### src/design/drive_comm_pkg.sv
// package: register map, field layout and decode types for the drive comm register map
// How it works
// RL1: parameter address is group byte, number byte
// RL2: parameter read covers exactly one parameter
// RL3: command low field: none, stop, run, jog-run
// RL4: bits 4-5: none, forward, reverse, toggle
// RL5: bits 6-7 pick accel/decel set 1-4
// RL6: bits 8-11 pick one of sixteen step speeds
// RL7: bit 12 set ignores bits 6-11
// RL8: bits 13-14 pick operation source; 15 reserved
// RL9: control word: external fault, reset, base block
// RL10: FAULT_CODE returns current fault code
// RL11: status bits 0-1 give run state
// RL12: status bit 2 jog; bits 3-4 direction pair
// RL13: status bit 8 frequency from serial link
// RL14: status bit 9 frequency from analog/terminals
// RL15: status bit 10 run commands from serial
// RL16: status bit 11 parameters locked
// RL17: status bit 12 keypad copy enabled
// RL18: FREQUENCY_COMMAND takes 16-bit frequency command
// RL19: unmapped address answers illegal-data-address exception
package drive_comm_pkg;
   // ==========================================================
   // register addresses
   localparam logic [15:0] ADDR_CMD = 16'h2000;
   localparam logic [15:0] ADDR_FREQ = 16'h2001;
   localparam logic [15:0] ADDR_CTRL = 16'h2002;
   localparam logic [15:0] ADDR_FAULT = 16'h2100;
   localparam logic [15:0] ADDR_STATUS = 16'h2119;
   localparam logic [7:0] PARAM_GROUP_LIMIT = 8'h20;
   // ==========================================================
   // function and exception codes
   localparam logic [7:0] FN_READ_HOLDING = 8'h03;
   localparam logic [7:0] FN_WRITE_SINGLE = 8'h06;
   localparam logic [7:0] EXC_NONE = 8'h00;
   localparam logic [7:0] EXC_ILLEGAL_FUNCTION = 8'h01;
   localparam logic [7:0] EXC_ILLEGAL_ADDRESS = 8'h02;
   localparam logic [7:0] EXC_ILLEGAL_VALUE = 8'h03;
   localparam logic [15:0] ONE_WORD = 16'h0001;
   localparam logic [15:0] ZERO_WORD = 16'h0000;
   // ==========================================================
   // command and control word field positions
   localparam int CMD_RUN_LSB = 0;
   localparam int CMD_DIR_LSB = 4;
   localparam int CMD_ACC_LSB = 6;
   localparam int CMD_STEP_LSB = 8;
   localparam int CMD_HOLD_BIT = 12;
   localparam int CMD_SRC_LSB = 13;
   localparam int CTRL_EF_BIT = 0;
   localparam int CTRL_RESET_BIT = 1;
   localparam int CTRL_BB_BIT = 2;
   // ==========================================================
   // decoded command values
   typedef enum logic [1:0] {RUN_NONE, RUN_STOP, RUN_GO, RUN_JOG_GO} run_cmd_type;
   typedef enum logic [1:0] {DIR_NONE, DIR_FORWARD, DIR_REVERSE, DIR_TOGGLE} dir_cmd_type;
   typedef enum logic [1:0] {SRC_NONE, SRC_KEYPAD, SRC_PARAM, SRC_SWITCH} src_cmd_type;
   // decoded command carrier
   typedef struct packed {
      run_cmd_type run;
      dir_cmd_type dir;
      logic [1:0] accel_set;
      logic [3:0] step_speed;
      src_cmd_type source;
   } drive_cmd_type;
   // drive state fed back into the status word
   typedef struct packed {
      logic [1:0] run_state;
      logic jog_active;
      logic [1:0] dir_pair;
      logic freq_from_comm;
      logic freq_from_analog;
      logic run_from_comm;
      logic params_locked;
      logic copy_enabled;
   } drive_state_type;
   // request from the frame engine
   typedef struct packed {
      logic valid;
      logic [7:0] func;
      logic [15:0] addr;
      logic [15:0] data;
   } comm_req_type;
   // answer to the frame engine
   typedef struct packed {
      logic valid;
      logic [7:0] exc;
      logic [15:0] data;
      logic param_read;
      logic param_write;
      logic [7:0] group;
      logic [7:0] number;
   } comm_rsp_type;
endpackage

### src/design/drive_comm_register_map.sv
// register map behind the drive serial slave: command, frequency, control, fault, status
`timescale 1ns/10ps
module drive_comm_register_map (
   input wire logic clk_sys_i, // 50 MHz controller clock
   input wire logic rstn_i, // synchronous reset, active low
   input wire drive_comm_pkg::comm_req_type req_i, // decoded request, one-cycle valid
   input wire drive_comm_pkg::drive_state_type state_i, // live drive state
   input wire logic [15:0] fault_code_i, // current fault code
   output drive_comm_pkg::comm_rsp_type rsp_o, // answer, one cycle after request
   output drive_comm_pkg::drive_cmd_type cmd_o, // held decoded command
   output logic cmd_strobe_o, // pulse: command word written
   output logic [15:0] freq_cmd_o, // commanded output frequency
   output logic freq_strobe_o, // pulse: frequency written
   output logic ext_fault_o, // pulse: external fault asserted
   output logic fault_reset_o, // pulse: fault reset request
   output logic base_block_o // pulse: force base block
);
   // ==========================================================
   // request classification
   logic is_read; // read-holding function
   logic is_write; // write-single function
   logic is_param; // address in parameter space
   logic [15:0] status_word; // assembled status
   drive_comm_pkg::drive_cmd_type decoded; // decode of the written word

   // function code alone tells reads from writes; the word count is judged later
   assign is_read = req_i.func == drive_comm_pkg::FN_READ_HOLDING;
   assign is_write = req_i.func == drive_comm_pkg::FN_WRITE_SINGLE;
   // group byte below the special range marks a parameter address
   assign is_param = req_i.addr[15:8] < drive_comm_pkg::PARAM_GROUP_LIMIT; // RL1

   // ==========================================================
   // status word assembly; reserved bits 5-7 and 13-15 read zero
   always_comb begin
      // start from zero so reserved bits can never leak a stale value
      status_word = drive_comm_pkg::ZERO_WORD;
      status_word[1:0] = state_i.run_state; // RL11
      status_word[2] = state_i.jog_active; // RL12
      status_word[4:3] = state_i.dir_pair; // RL12
      status_word[8] = state_i.freq_from_comm; // RL13
      status_word[9] = state_i.freq_from_analog; // RL14
      status_word[10] = state_i.run_from_comm; // RL15
      status_word[11] = state_i.params_locked; // RL16
      status_word[12] = state_i.copy_enabled; // RL17
   end

   // ==========================================================
   // command word decode, holding old selections when bit 12 set
   always_comb begin
      // run, direction and source are always taken from the written word
      decoded.run = drive_comm_pkg::run_cmd_type'(req_i.data[drive_comm_pkg::CMD_RUN_LSB +: 2]); // RL3
      decoded.dir = drive_comm_pkg::dir_cmd_type'(req_i.data[drive_comm_pkg::CMD_DIR_LSB +: 2]); // RL4
      decoded.source = drive_comm_pkg::src_cmd_type'(req_i.data[drive_comm_pkg::CMD_SRC_LSB +: 2]); // RL8
      // hold bit set: acceleration set and step speed stay as they were
      if (req_i.data[drive_comm_pkg::CMD_HOLD_BIT]) begin
         // keep previous selections so a plain run/stop cannot disturb them
         decoded.accel_set = cmd_o.accel_set; // RL7
         decoded.step_speed = cmd_o.step_speed; // RL7
      end else begin
         decoded.accel_set = req_i.data[drive_comm_pkg::CMD_ACC_LSB +: 2]; // RL5
         decoded.step_speed = req_i.data[drive_comm_pkg::CMD_STEP_LSB +: 4]; // RL6
      end
   end

   // ==========================================================
   // next-state computation for all registers
   drive_comm_pkg::comm_rsp_type next_rsp;
   drive_comm_pkg::drive_cmd_type next_cmd;
   logic next_cmd_strobe;
   logic [15:0] next_freq;
   logic next_freq_strobe;
   logic next_ef;
   logic next_reset;
   logic next_bb;
   // one process decides the answer and every register's next value;
   // pulses default low so each one lasts exactly a single cycle,
   // and levels default to their own held value

   always_comb begin
      next_rsp = '0;
      next_cmd = cmd_o;
      next_cmd_strobe = 1'b0;
      next_freq = freq_cmd_o;
      next_freq_strobe = 1'b0;
      next_ef = 1'b0;
      next_reset = 1'b0;
      next_bb = 1'b0;
      // nothing moves without a request; the answer always follows one cycle later
      if (req_i.valid) begin
         next_rsp.valid = 1'b1;
         next_rsp.exc = drive_comm_pkg::EXC_NONE;
         // only the two single-word functions are served
         if (!is_read && !is_write) begin
            next_rsp.exc = drive_comm_pkg::EXC_ILLEGAL_FUNCTION;
         end else if (is_param) begin
            // parameter store lives outside; hand on group and number
            next_rsp.group = req_i.addr[15:8]; // RL1
            next_rsp.number = req_i.addr[7:0]; // RL1
            // a parameter read must name exactly one word
            if (is_read && req_i.data != drive_comm_pkg::ONE_WORD) begin
               next_rsp.exc = drive_comm_pkg::EXC_ILLEGAL_VALUE; // RL2
            end else begin
               next_rsp.param_read = is_read;
               next_rsp.param_write = is_write;
            end
         end else if (is_write) begin
            // writes decode the full address; a near miss is refused
            unique case (req_i.addr)
               // command word: the decode has already applied the hold bit
               drive_comm_pkg::ADDR_CMD: begin
                  next_cmd = decoded;
                  next_cmd_strobe = 1'b1;
               end
               // frequency word is taken whole; no range check is made here
               drive_comm_pkg::ADDR_FREQ: begin
                  next_freq = req_i.data; // RL18
                  next_freq_strobe = 1'b1;
               end
               // control word: each bit becomes a one-cycle pulse, bits 3-15 dropped
               drive_comm_pkg::ADDR_CTRL: begin
                  next_ef = req_i.data[drive_comm_pkg::CTRL_EF_BIT]; // RL9
                  next_reset = req_i.data[drive_comm_pkg::CTRL_RESET_BIT]; // RL9
                  next_bb = req_i.data[drive_comm_pkg::CTRL_BB_BIT]; // RL9
               end
               // any other word in the special range has no writable register
               default: begin
                  next_rsp.exc = drive_comm_pkg::EXC_ILLEGAL_ADDRESS; // RL19
               end
            endcase
         end else begin
            // one-word reads only; write-only words are not readable
            if (req_i.data != drive_comm_pkg::ONE_WORD) begin
               next_rsp.exc = drive_comm_pkg::EXC_ILLEGAL_VALUE;
            end else if (req_i.addr == drive_comm_pkg::ADDR_FAULT) begin
               next_rsp.data = fault_code_i; // RL10
            end else if (req_i.addr == drive_comm_pkg::ADDR_STATUS) begin
               next_rsp.data = status_word; // RL11
            end else begin
               next_rsp.exc = drive_comm_pkg::EXC_ILLEGAL_ADDRESS; // RL19
            end
         end
      end
   end

   // ==========================================================
   // registers; commands default to no action after reset
   always_ff @(posedge clk_sys_i) begin
      if (!rstn_i) begin
         // command returns to no action so a stray run cannot outlive a reset
         rsp_o <= '0;
         cmd_o <= '0;
         cmd_strobe_o <= 1'b0;
         freq_cmd_o <= drive_comm_pkg::ZERO_WORD;
         freq_strobe_o <= 1'b0;
         ext_fault_o <= 1'b0;
         fault_reset_o <= 1'b0;
         base_block_o <= 1'b0;
      end else begin
         rsp_o <= next_rsp;
         cmd_o <= next_cmd;
         cmd_strobe_o <= next_cmd_strobe;
         freq_cmd_o <= next_freq;
         freq_strobe_o <= next_freq_strobe;
         ext_fault_o <= next_ef;
         fault_reset_o <= next_reset;
         base_block_o <= next_bb;
      end
   end

   // ==========================================================
   // checks
   a_unmapped_write_exc: assert property (@(posedge clk_sys_i) disable iff (!rstn_i)
      req_i.valid && is_write && !is_param && req_i.addr != drive_comm_pkg::ADDR_CMD
      && req_i.addr != drive_comm_pkg::ADDR_FREQ && req_i.addr != drive_comm_pkg::ADDR_CTRL
      |=> rsp_o.exc == drive_comm_pkg::EXC_ILLEGAL_ADDRESS) // RL19
      else $error("unmapped write not refused");
   a_param_multi_read: assert property (@(posedge clk_sys_i) disable iff (!rstn_i)
      req_i.valid && is_read && is_param && req_i.data != drive_comm_pkg::ONE_WORD
      |=> rsp_o.exc != drive_comm_pkg::EXC_NONE && !rsp_o.param_read) // RL2
      else $error("multi-parameter read accepted");
   a_param_addr_split: assert property (@(posedge clk_sys_i) disable iff (!rstn_i)
      req_i.valid && is_param && (is_read || is_write)
      |=> {rsp_o.group, rsp_o.number} == $past(req_i.addr)) // RL1
      else $error("parameter address split wrong");
   a_fault_read_data: assert property (@(posedge clk_sys_i) disable iff (!rstn_i)
      req_i.valid && is_read && req_i.addr == drive_comm_pkg::ADDR_FAULT
      && req_i.data == drive_comm_pkg::ONE_WORD |=> rsp_o.data == $past(fault_code_i)) // RL10
      else $error("fault code read wrong");
   a_status_fields: assert property (@(posedge clk_sys_i) disable iff (!rstn_i)
      req_i.valid && is_read && req_i.addr == drive_comm_pkg::ADDR_STATUS
      && req_i.data == drive_comm_pkg::ONE_WORD
      |=> rsp_o.data[1:0] == $past(state_i.run_state) && rsp_o.data[7:5] == 3'h0
      && rsp_o.data[12:8] == $past({state_i.copy_enabled, state_i.params_locked,
      state_i.run_from_comm, state_i.freq_from_analog, state_i.freq_from_comm})) // RL11
      else $error("status word fields wrong");
   a_status_jog_dir: assert property (@(posedge clk_sys_i) disable iff (!rstn_i)
      rsp_o.valid && rsp_o.exc == drive_comm_pkg::EXC_NONE
      && $past(req_i.addr) == drive_comm_pkg::ADDR_STATUS && $past(is_read)
      |-> rsp_o.data[4:2] == $past({state_i.dir_pair, state_i.jog_active})) // RL12
      else $error("status jog or direction wrong");
   a_hold_keeps_sel: assert property (@(posedge clk_sys_i) disable iff (!rstn_i)
      req_i.valid && is_write && req_i.addr == drive_comm_pkg::ADDR_CMD
      && req_i.data[drive_comm_pkg::CMD_HOLD_BIT]
      |=> $stable({cmd_o.accel_set, cmd_o.step_speed})) // RL7
      else $error("held selections changed");
   a_cmd_decode: assert property (@(posedge clk_sys_i) disable iff (!rstn_i)
      req_i.valid && is_write && req_i.addr == drive_comm_pkg::ADDR_CMD
      && !req_i.data[drive_comm_pkg::CMD_HOLD_BIT]
      |=> cmd_strobe_o && cmd_o.step_speed == $past(req_i.data[11:8])
      && cmd_o.accel_set == $past(req_i.data[7:6]) && cmd_o.dir == $past(req_i.data[5:4])
      && cmd_o.run == $past(req_i.data[1:0]) && cmd_o.source == $past(req_i.data[14:13])) // RL3
      else $error("command decode wrong");
   a_ctrl_pulses: assert property (@(posedge clk_sys_i) disable iff (!rstn_i)
      req_i.valid && is_write && req_i.addr == drive_comm_pkg::ADDR_CTRL
      |=> {base_block_o, fault_reset_o, ext_fault_o} == $past(req_i.data[2:0])
      ##1 !ext_fault_o || $past(req_i.valid)) // RL9
      else $error("control pulses wrong");
   a_freq_write: assert property (@(posedge clk_sys_i) disable iff (!rstn_i)
      req_i.valid && is_write && req_i.addr == drive_comm_pkg::ADDR_FREQ
      |=> freq_strobe_o && freq_cmd_o == $past(req_i.data)) // RL18
      else $error("frequency write lost");

   // ==========================================================
   // further checks; each watches one answer path so that a failure
   // names the path at fault rather than a whole transfer
   // idle cycles must leave every pulse low
   a_idle_no_pulse: assert property (@(posedge clk_sys_i) disable iff (!rstn_i)
      !req_i.valid
      |=> !rsp_o.valid && !cmd_strobe_o && !freq_strobe_o
      && !ext_fault_o && !fault_reset_o && !base_block_o) // RL9
      else $error("pulse without request");

   // every request is answered on the next edge
   a_answer_timing: assert property (@(posedge clk_sys_i) disable iff (!rstn_i)
      req_i.valid |=> rsp_o.valid) // RL19
      else $error("request not answered");

   // an unknown function must raise no command or frequency strobe and no parameter write
   a_bad_func_exc: assert property (@(posedge clk_sys_i) disable iff (!rstn_i)
      req_i.valid && !is_read && !is_write
      |=> rsp_o.exc == drive_comm_pkg::EXC_ILLEGAL_FUNCTION
      && !cmd_strobe_o && !freq_strobe_o && !rsp_o.param_write) // RL19
      else $error("unknown function not refused");

   // write-only words are refused when read
   a_wo_read_exc: assert property (@(posedge clk_sys_i) disable iff (!rstn_i)
      req_i.valid && is_read && req_i.data == drive_comm_pkg::ONE_WORD
      && (req_i.addr == drive_comm_pkg::ADDR_CMD || req_i.addr == drive_comm_pkg::ADDR_FREQ
      || req_i.addr == drive_comm_pkg::ADDR_CTRL)
      |=> rsp_o.exc == drive_comm_pkg::EXC_ILLEGAL_ADDRESS
      && rsp_o.data == drive_comm_pkg::ZERO_WORD) // RL19
      else $error("write-only word readable");

   // reserved upper status bits read as zero
   a_status_top_zero: assert property (@(posedge clk_sys_i) disable iff (!rstn_i)
      req_i.valid && is_read && req_i.addr == drive_comm_pkg::ADDR_STATUS
      && req_i.data == drive_comm_pkg::ONE_WORD
      |=> rsp_o.data[15:13] == 3'h0) // RL17
      else $error("reserved status bits set");

   // frequency level moves only on its own write
   a_freq_steady: assert property (@(posedge clk_sys_i) disable iff (!rstn_i)
      !(req_i.valid && is_write && req_i.addr == drive_comm_pkg::ADDR_FREQ)
      |=> $stable(freq_cmd_o) && !freq_strobe_o) // RL18
      else $error("frequency changed without write");

   // command level moves only on its own write
   a_cmd_steady: assert property (@(posedge clk_sys_i) disable iff (!rstn_i)
      !(req_i.valid && is_write && req_i.addr == drive_comm_pkg::ADDR_CMD)
      |=> $stable(cmd_o) && !cmd_strobe_o) // RL3
      else $error("command changed without write");

   // a held write still takes run, direction and source
   a_hold_takes_run: assert property (@(posedge clk_sys_i) disable iff (!rstn_i)
      req_i.valid && is_write && req_i.addr == drive_comm_pkg::ADDR_CMD
      && req_i.data[drive_comm_pkg::CMD_HOLD_BIT]
      |=> cmd_strobe_o && cmd_o.run == $past(req_i.data[1:0])
      && cmd_o.dir == $past(req_i.data[5:4])
      && cmd_o.source == $past(req_i.data[14:13])) // RL7
      else $error("held write lost run or source");

   // a control write with the three low bits clear raises nothing
   a_ctrl_quiet: assert property (@(posedge clk_sys_i) disable iff (!rstn_i)
      req_i.valid && is_write && req_i.addr == drive_comm_pkg::ADDR_CTRL
      && req_i.data[2:0] == 3'h0
      |=> !ext_fault_o && !fault_reset_o && !base_block_o) // RL9
      else $error("unused control bits acted");

   // a parameter write passes through untouched by the map
   a_param_write_pass: assert property (@(posedge clk_sys_i) disable iff (!rstn_i)
      req_i.valid && is_write && is_param
      |=> rsp_o.param_write && rsp_o.exc == drive_comm_pkg::EXC_NONE
      && !cmd_strobe_o && !freq_strobe_o) // RL1
      else $error("parameter write not passed on");

   // a single-word parameter read is handed on
   a_param_one_read: assert property (@(posedge clk_sys_i) disable iff (!rstn_i)
      req_i.valid && is_read && is_param && req_i.data == drive_comm_pkg::ONE_WORD
      |=> rsp_o.param_read && rsp_o.exc == drive_comm_pkg::EXC_NONE) // RL2
      else $error("single parameter read refused");
endmodule

### config.mk
export PLATFORM = sky130hd
export DESIGN_NAME = drive_comm_register_map
export DESIGN_NICKNAME = d
export VERILOG_FILES = /design/src/design/drive_comm_pkg.sv /design/src/design/drive_comm_register_map.sv
export SDC_FILE = /design/constraint.sdc
export NUM_CORES = 1
export LEC_CHECK = 0
export BUFFER_PORTS_ARGS = -buffer_cell sky130_fd_sc_hd__clkbuf_2
export CAP_MARGIN = 30
export CORE_MARGIN = 10
export CORE_UTILIZATION = 44
export DETAILED_ROUTE_END_ITERATION = 10
export GPL_ROUTABILITY_DRIVEN = 0
export PLACE_DENSITY_LB_ADDON = 0.2
export SYNTH_ARGS = -nofsm -noshare
export SYNTH_HDL_FRONTEND = slang
export SYNTH_SLANG_ARGS = --single-unit
### constraint.sdc
create_clock -name clk_sys_i -period 2.5 [get_ports clk_sys_i]
set_clock_uncertainty 0.15 [all_clocks]
set_input_delay 0.125 -clock clk_sys_i [delete_from_list [all_inputs] [get_ports clk_sys_i]]
set_output_delay 0.125 -clock clk_sys_i [all_outputs]
set_load 0.01 [all_outputs]
==> impl_metrics.csv <==
group,metric,value,unit
status,status,"completed",
power,seqPwrFrac,47.7,%
layout,final_nets,560,
synth,ys_warn_count,0,
layout,stdcell_count,571,
synth,ys_ff_latch,70,
setup_path,cp-start-kind,"primary input",
grt,grt_pass1_vias,3060,
synth,synth_async_sr_flop_share,0,%
synth,synth.distinct_cells,41,
synth,synth.area.top_cells,"dfxtp_1 51%, mux2i_1 8.1%, nand2_1 5.5%",
power,p_total,2.35,mW
clock_network,postCtsSetupRepairBufs,0,
setup_path,cp_max_fo,10,
clock_network,cts_tree,"built",
job,drv_cap,0,
clock_network,htreeDepth,3,
setup_path,endpoint_kind,"flip-flop",
placement,hpwlAfterDp,6450,um
setup_path,regToRegSetupSlack,1.70,ns
synth,dominantRegCellSynth,"dfxtp_1",
sta,worst_slack,0.161,ns
power,internal_power,1.82,mW
synth,syn_area_per_cell,9.69,um^2
grt,grt_usage,18.5,%
clock_network,cts_buffer_depth,2,
layout,final_common_cell,"clkbuf_2",
hold_path,hold_class,"primary input to flip-flop",
synth,synth_edf_count,0,
synth,yosysTopAreaCellShare,51.3,%
sta,fmax,428,MHz
setup_path,reg2reg_depth,2,
setup_path,crit_type,"primary input to flip-flop",
route,vias,2849,
grt,antenna_found_initial,0,
layout,syn_to_final_growth,59.6,%
placement,port_buffers,138,
hold_path,worstHoldStart,"req_i[36]",
synth,syn_inst,282,
floorplan,initial_core_util,45.6,%
clock_network,clock_latency,0.34,ns
sta,finalSetupTns,0,ns
sta,tightest_slew,0.726,ns
setup_path,arrival,2.47,ns
route,drc,0,
synth,ys_seq_area_share,51.3,%
clock_network,cts_buffers,9,
layout,final_layout_size_suffix_gt1_share,36.3,%
layout,layout_common_cells,"138 x clkbuf_2, 70 x dfxtp_1, 62 x dlygate4sd3_1",
floorplan,chipWidth,98.8,um
route,drt-total-wl,9260,um
hold_path,min_path_cells,3,
clock_network,clock-sinks,70,
placement,placed_cell_area,0.00352,mm^2
route,viasPerCell,4.99,
sta,fin_crit_sh,93.6,%
grt,grt_max_degree,40,
placement,dp_cells,493,
route,dr.first_iter.drc_count,106,
power,leakage,2.14,nW
route,detailedRoute.firstPassIterationCount,4,
power,pwr-share-comb,9.0,%
layout,finalInstanceArea,0.00436,mm^2
sta,finalSetupViolations,0,
floorplan,die_h,98.8,um
power,switchingPower,0.532,mW
layout,antenna_cells,0,
sta,finalCriticalPeriod,2.34,ns
route,avgRoutedWirePerCell,16.2,um
route,ant_nets,0,
power,power_density,538,mW/mm^2
placement,pre_cts_slack,0.306,ns
layout,fillers,456,
clock_network,cts.clk_slew.worst_paths,0.07,ns
grt,grt_pass1_wl,14900,um
setup_path,crit_start,"req_i[39]",
power,clkPwrFrac,43.3,%
floorplan,dieArea,0.00977,mm^2
floorplan,core_area,0.00599,mm^2
floorplan,ios,145,
floorplan,num_rows,28,
setup_path,r2r_start,"freq_cmd_o[3]$_SDFFE_PN0P_",
sta,slew_viol_final,0,
power,swShare,22.6,%
clock_network,root_buffer,"clkbuf_8",
sta,relSlewSlack,51.2,%
setup_path,required,2.63,ns
grt,overflow,0,
power,ir_drop,0.547,mV
synth,synth_area,0.00273,mm^2
sta,finalHoldViolCount,0,
synth,synth_top_area_cell,"dfxtp_1",
sta,rsz0062_at_grt,"false",
==> worst max-delay path: stages <==
cell,delay (ns)
dlygate4sd3_1,0.54
clkbuf_2,0.11
nor2_1,0.22
nand3_1,0.20
or4_4,0.54
a21oi_1,0.16
dlygate4sd3_1,0.57
==> power by group through the flow <==
stage | sequential (mW) | combinational (mW) | clock [mW]
after floorplan | 1.15 | 0.0586 | 0
after CTS | 1.12 | 0.206 | 1.03
final | 1.12 | 0.211 | 1.02
after global placement | 1.15 | 0.139 | 0
after global routing | 1.12 | 0.229 | 1.07
after detailed placement | 1.15 | 0.140 | 0
==> cells by family (layout without fill, tap and decap cells) <==
family | count (synthesis) | after routing | synth area share, %
multiplexers | 22 | 22 | 8.05
buffers and inverters | 24 | 230 | 4.99
other | 1 | 9 | 0.137
AND/OR/NAND/NOR | 137 | 137 | 29.2
flip-flops | 70 | 70 | 51.3
AO/OA/AOI/OAI | 28 | 28 | 6.32
==> synthesized netlist by cell type, types with 2 or more instances <==
cell type	count
dfxtp_1	70
nand2_1	40
mux2i_1	22
nand3_1	21
and3_1	19
a21oi_1	16
clkbuf_1	12
nand4_1	9
nor4_1	9
o21ai_0	8
and2_1	6
buf_4	6
nor3_1	5
inv_1	3
nand2b_1	3
nor2_1	3
nor4b_1	3
nor2b_1	2
nor4_4	2
or4_4	2
==> path summary, 6_finish.rpt <==
check / end
hold / removal: rsp_o[16]$_SDFF_PP0_
setup / recovery: rsp_o[26]$_SDFF_PP0_
setup reg to reg: freq_cmd_o[3]$_SDFFE_PN0P_
hold reg to reg: cmd_o[4]$_SDFFE_PN0P_
==> metal layers <==
metal | track usage, % | part of all wire (%) | up-vias
li1 | - | - | 1415
met1 | 20.4 | 41 | 1314
met2 | 31.0 | 49 | 108
met3 | 7.26 | 8.6 | 12
met4 | 7.61 | 1.5 | 0
met5 | 0 | 0 | -
==> state kept, by name (all words and copies together), names as in the netlist <==
register,flops
freq_cmd_o,16
freq_strobe_o,1
cmd_o,12
fault_reset_o,1
base_block_o,1
ext_fault_o,1
cmd_strobe_o,1
rsp_o,37
==> stage by stage <==
stage                     hold WS (ns)  util [%]
after floorplan                 0.0967         -
after global placement           0.198      58.7
after detailed placement         0.204      58.7
after CTS                       0.0392      72.8
after global routing            0.0497      72.8
final                           0.0474      72.8
==> final cells by class <==
| type | instances | area [um^2] | area share (%) |
|---|---|---|---|
| sequential | 70 | 1400 | 32.1 |
| clock inverter | 6 | 85.1 | 1.95 |
| clock buffer | 10 | 138 | 3.15 |
| tap | 75 | 93.8 | 2.15 |
| multi-input combinational | 196 | 1240 | 28.4 |
| timing repair buffer | 211 | 1390 | 31.9 |
| inverter | 3 | 11.3 | 0.258 |
==> timing repair <==
| item | CTS | global route |
|---|---|---|
| setup endpoints to repair | 0 | 10 |
| hold buffers | 62 | 0 |
| gates resized for setup | 0 | 1 |
| hold endpoints to repair | 64 | 0 |
No activity file was read; power rests on OpenSTA's default activity.
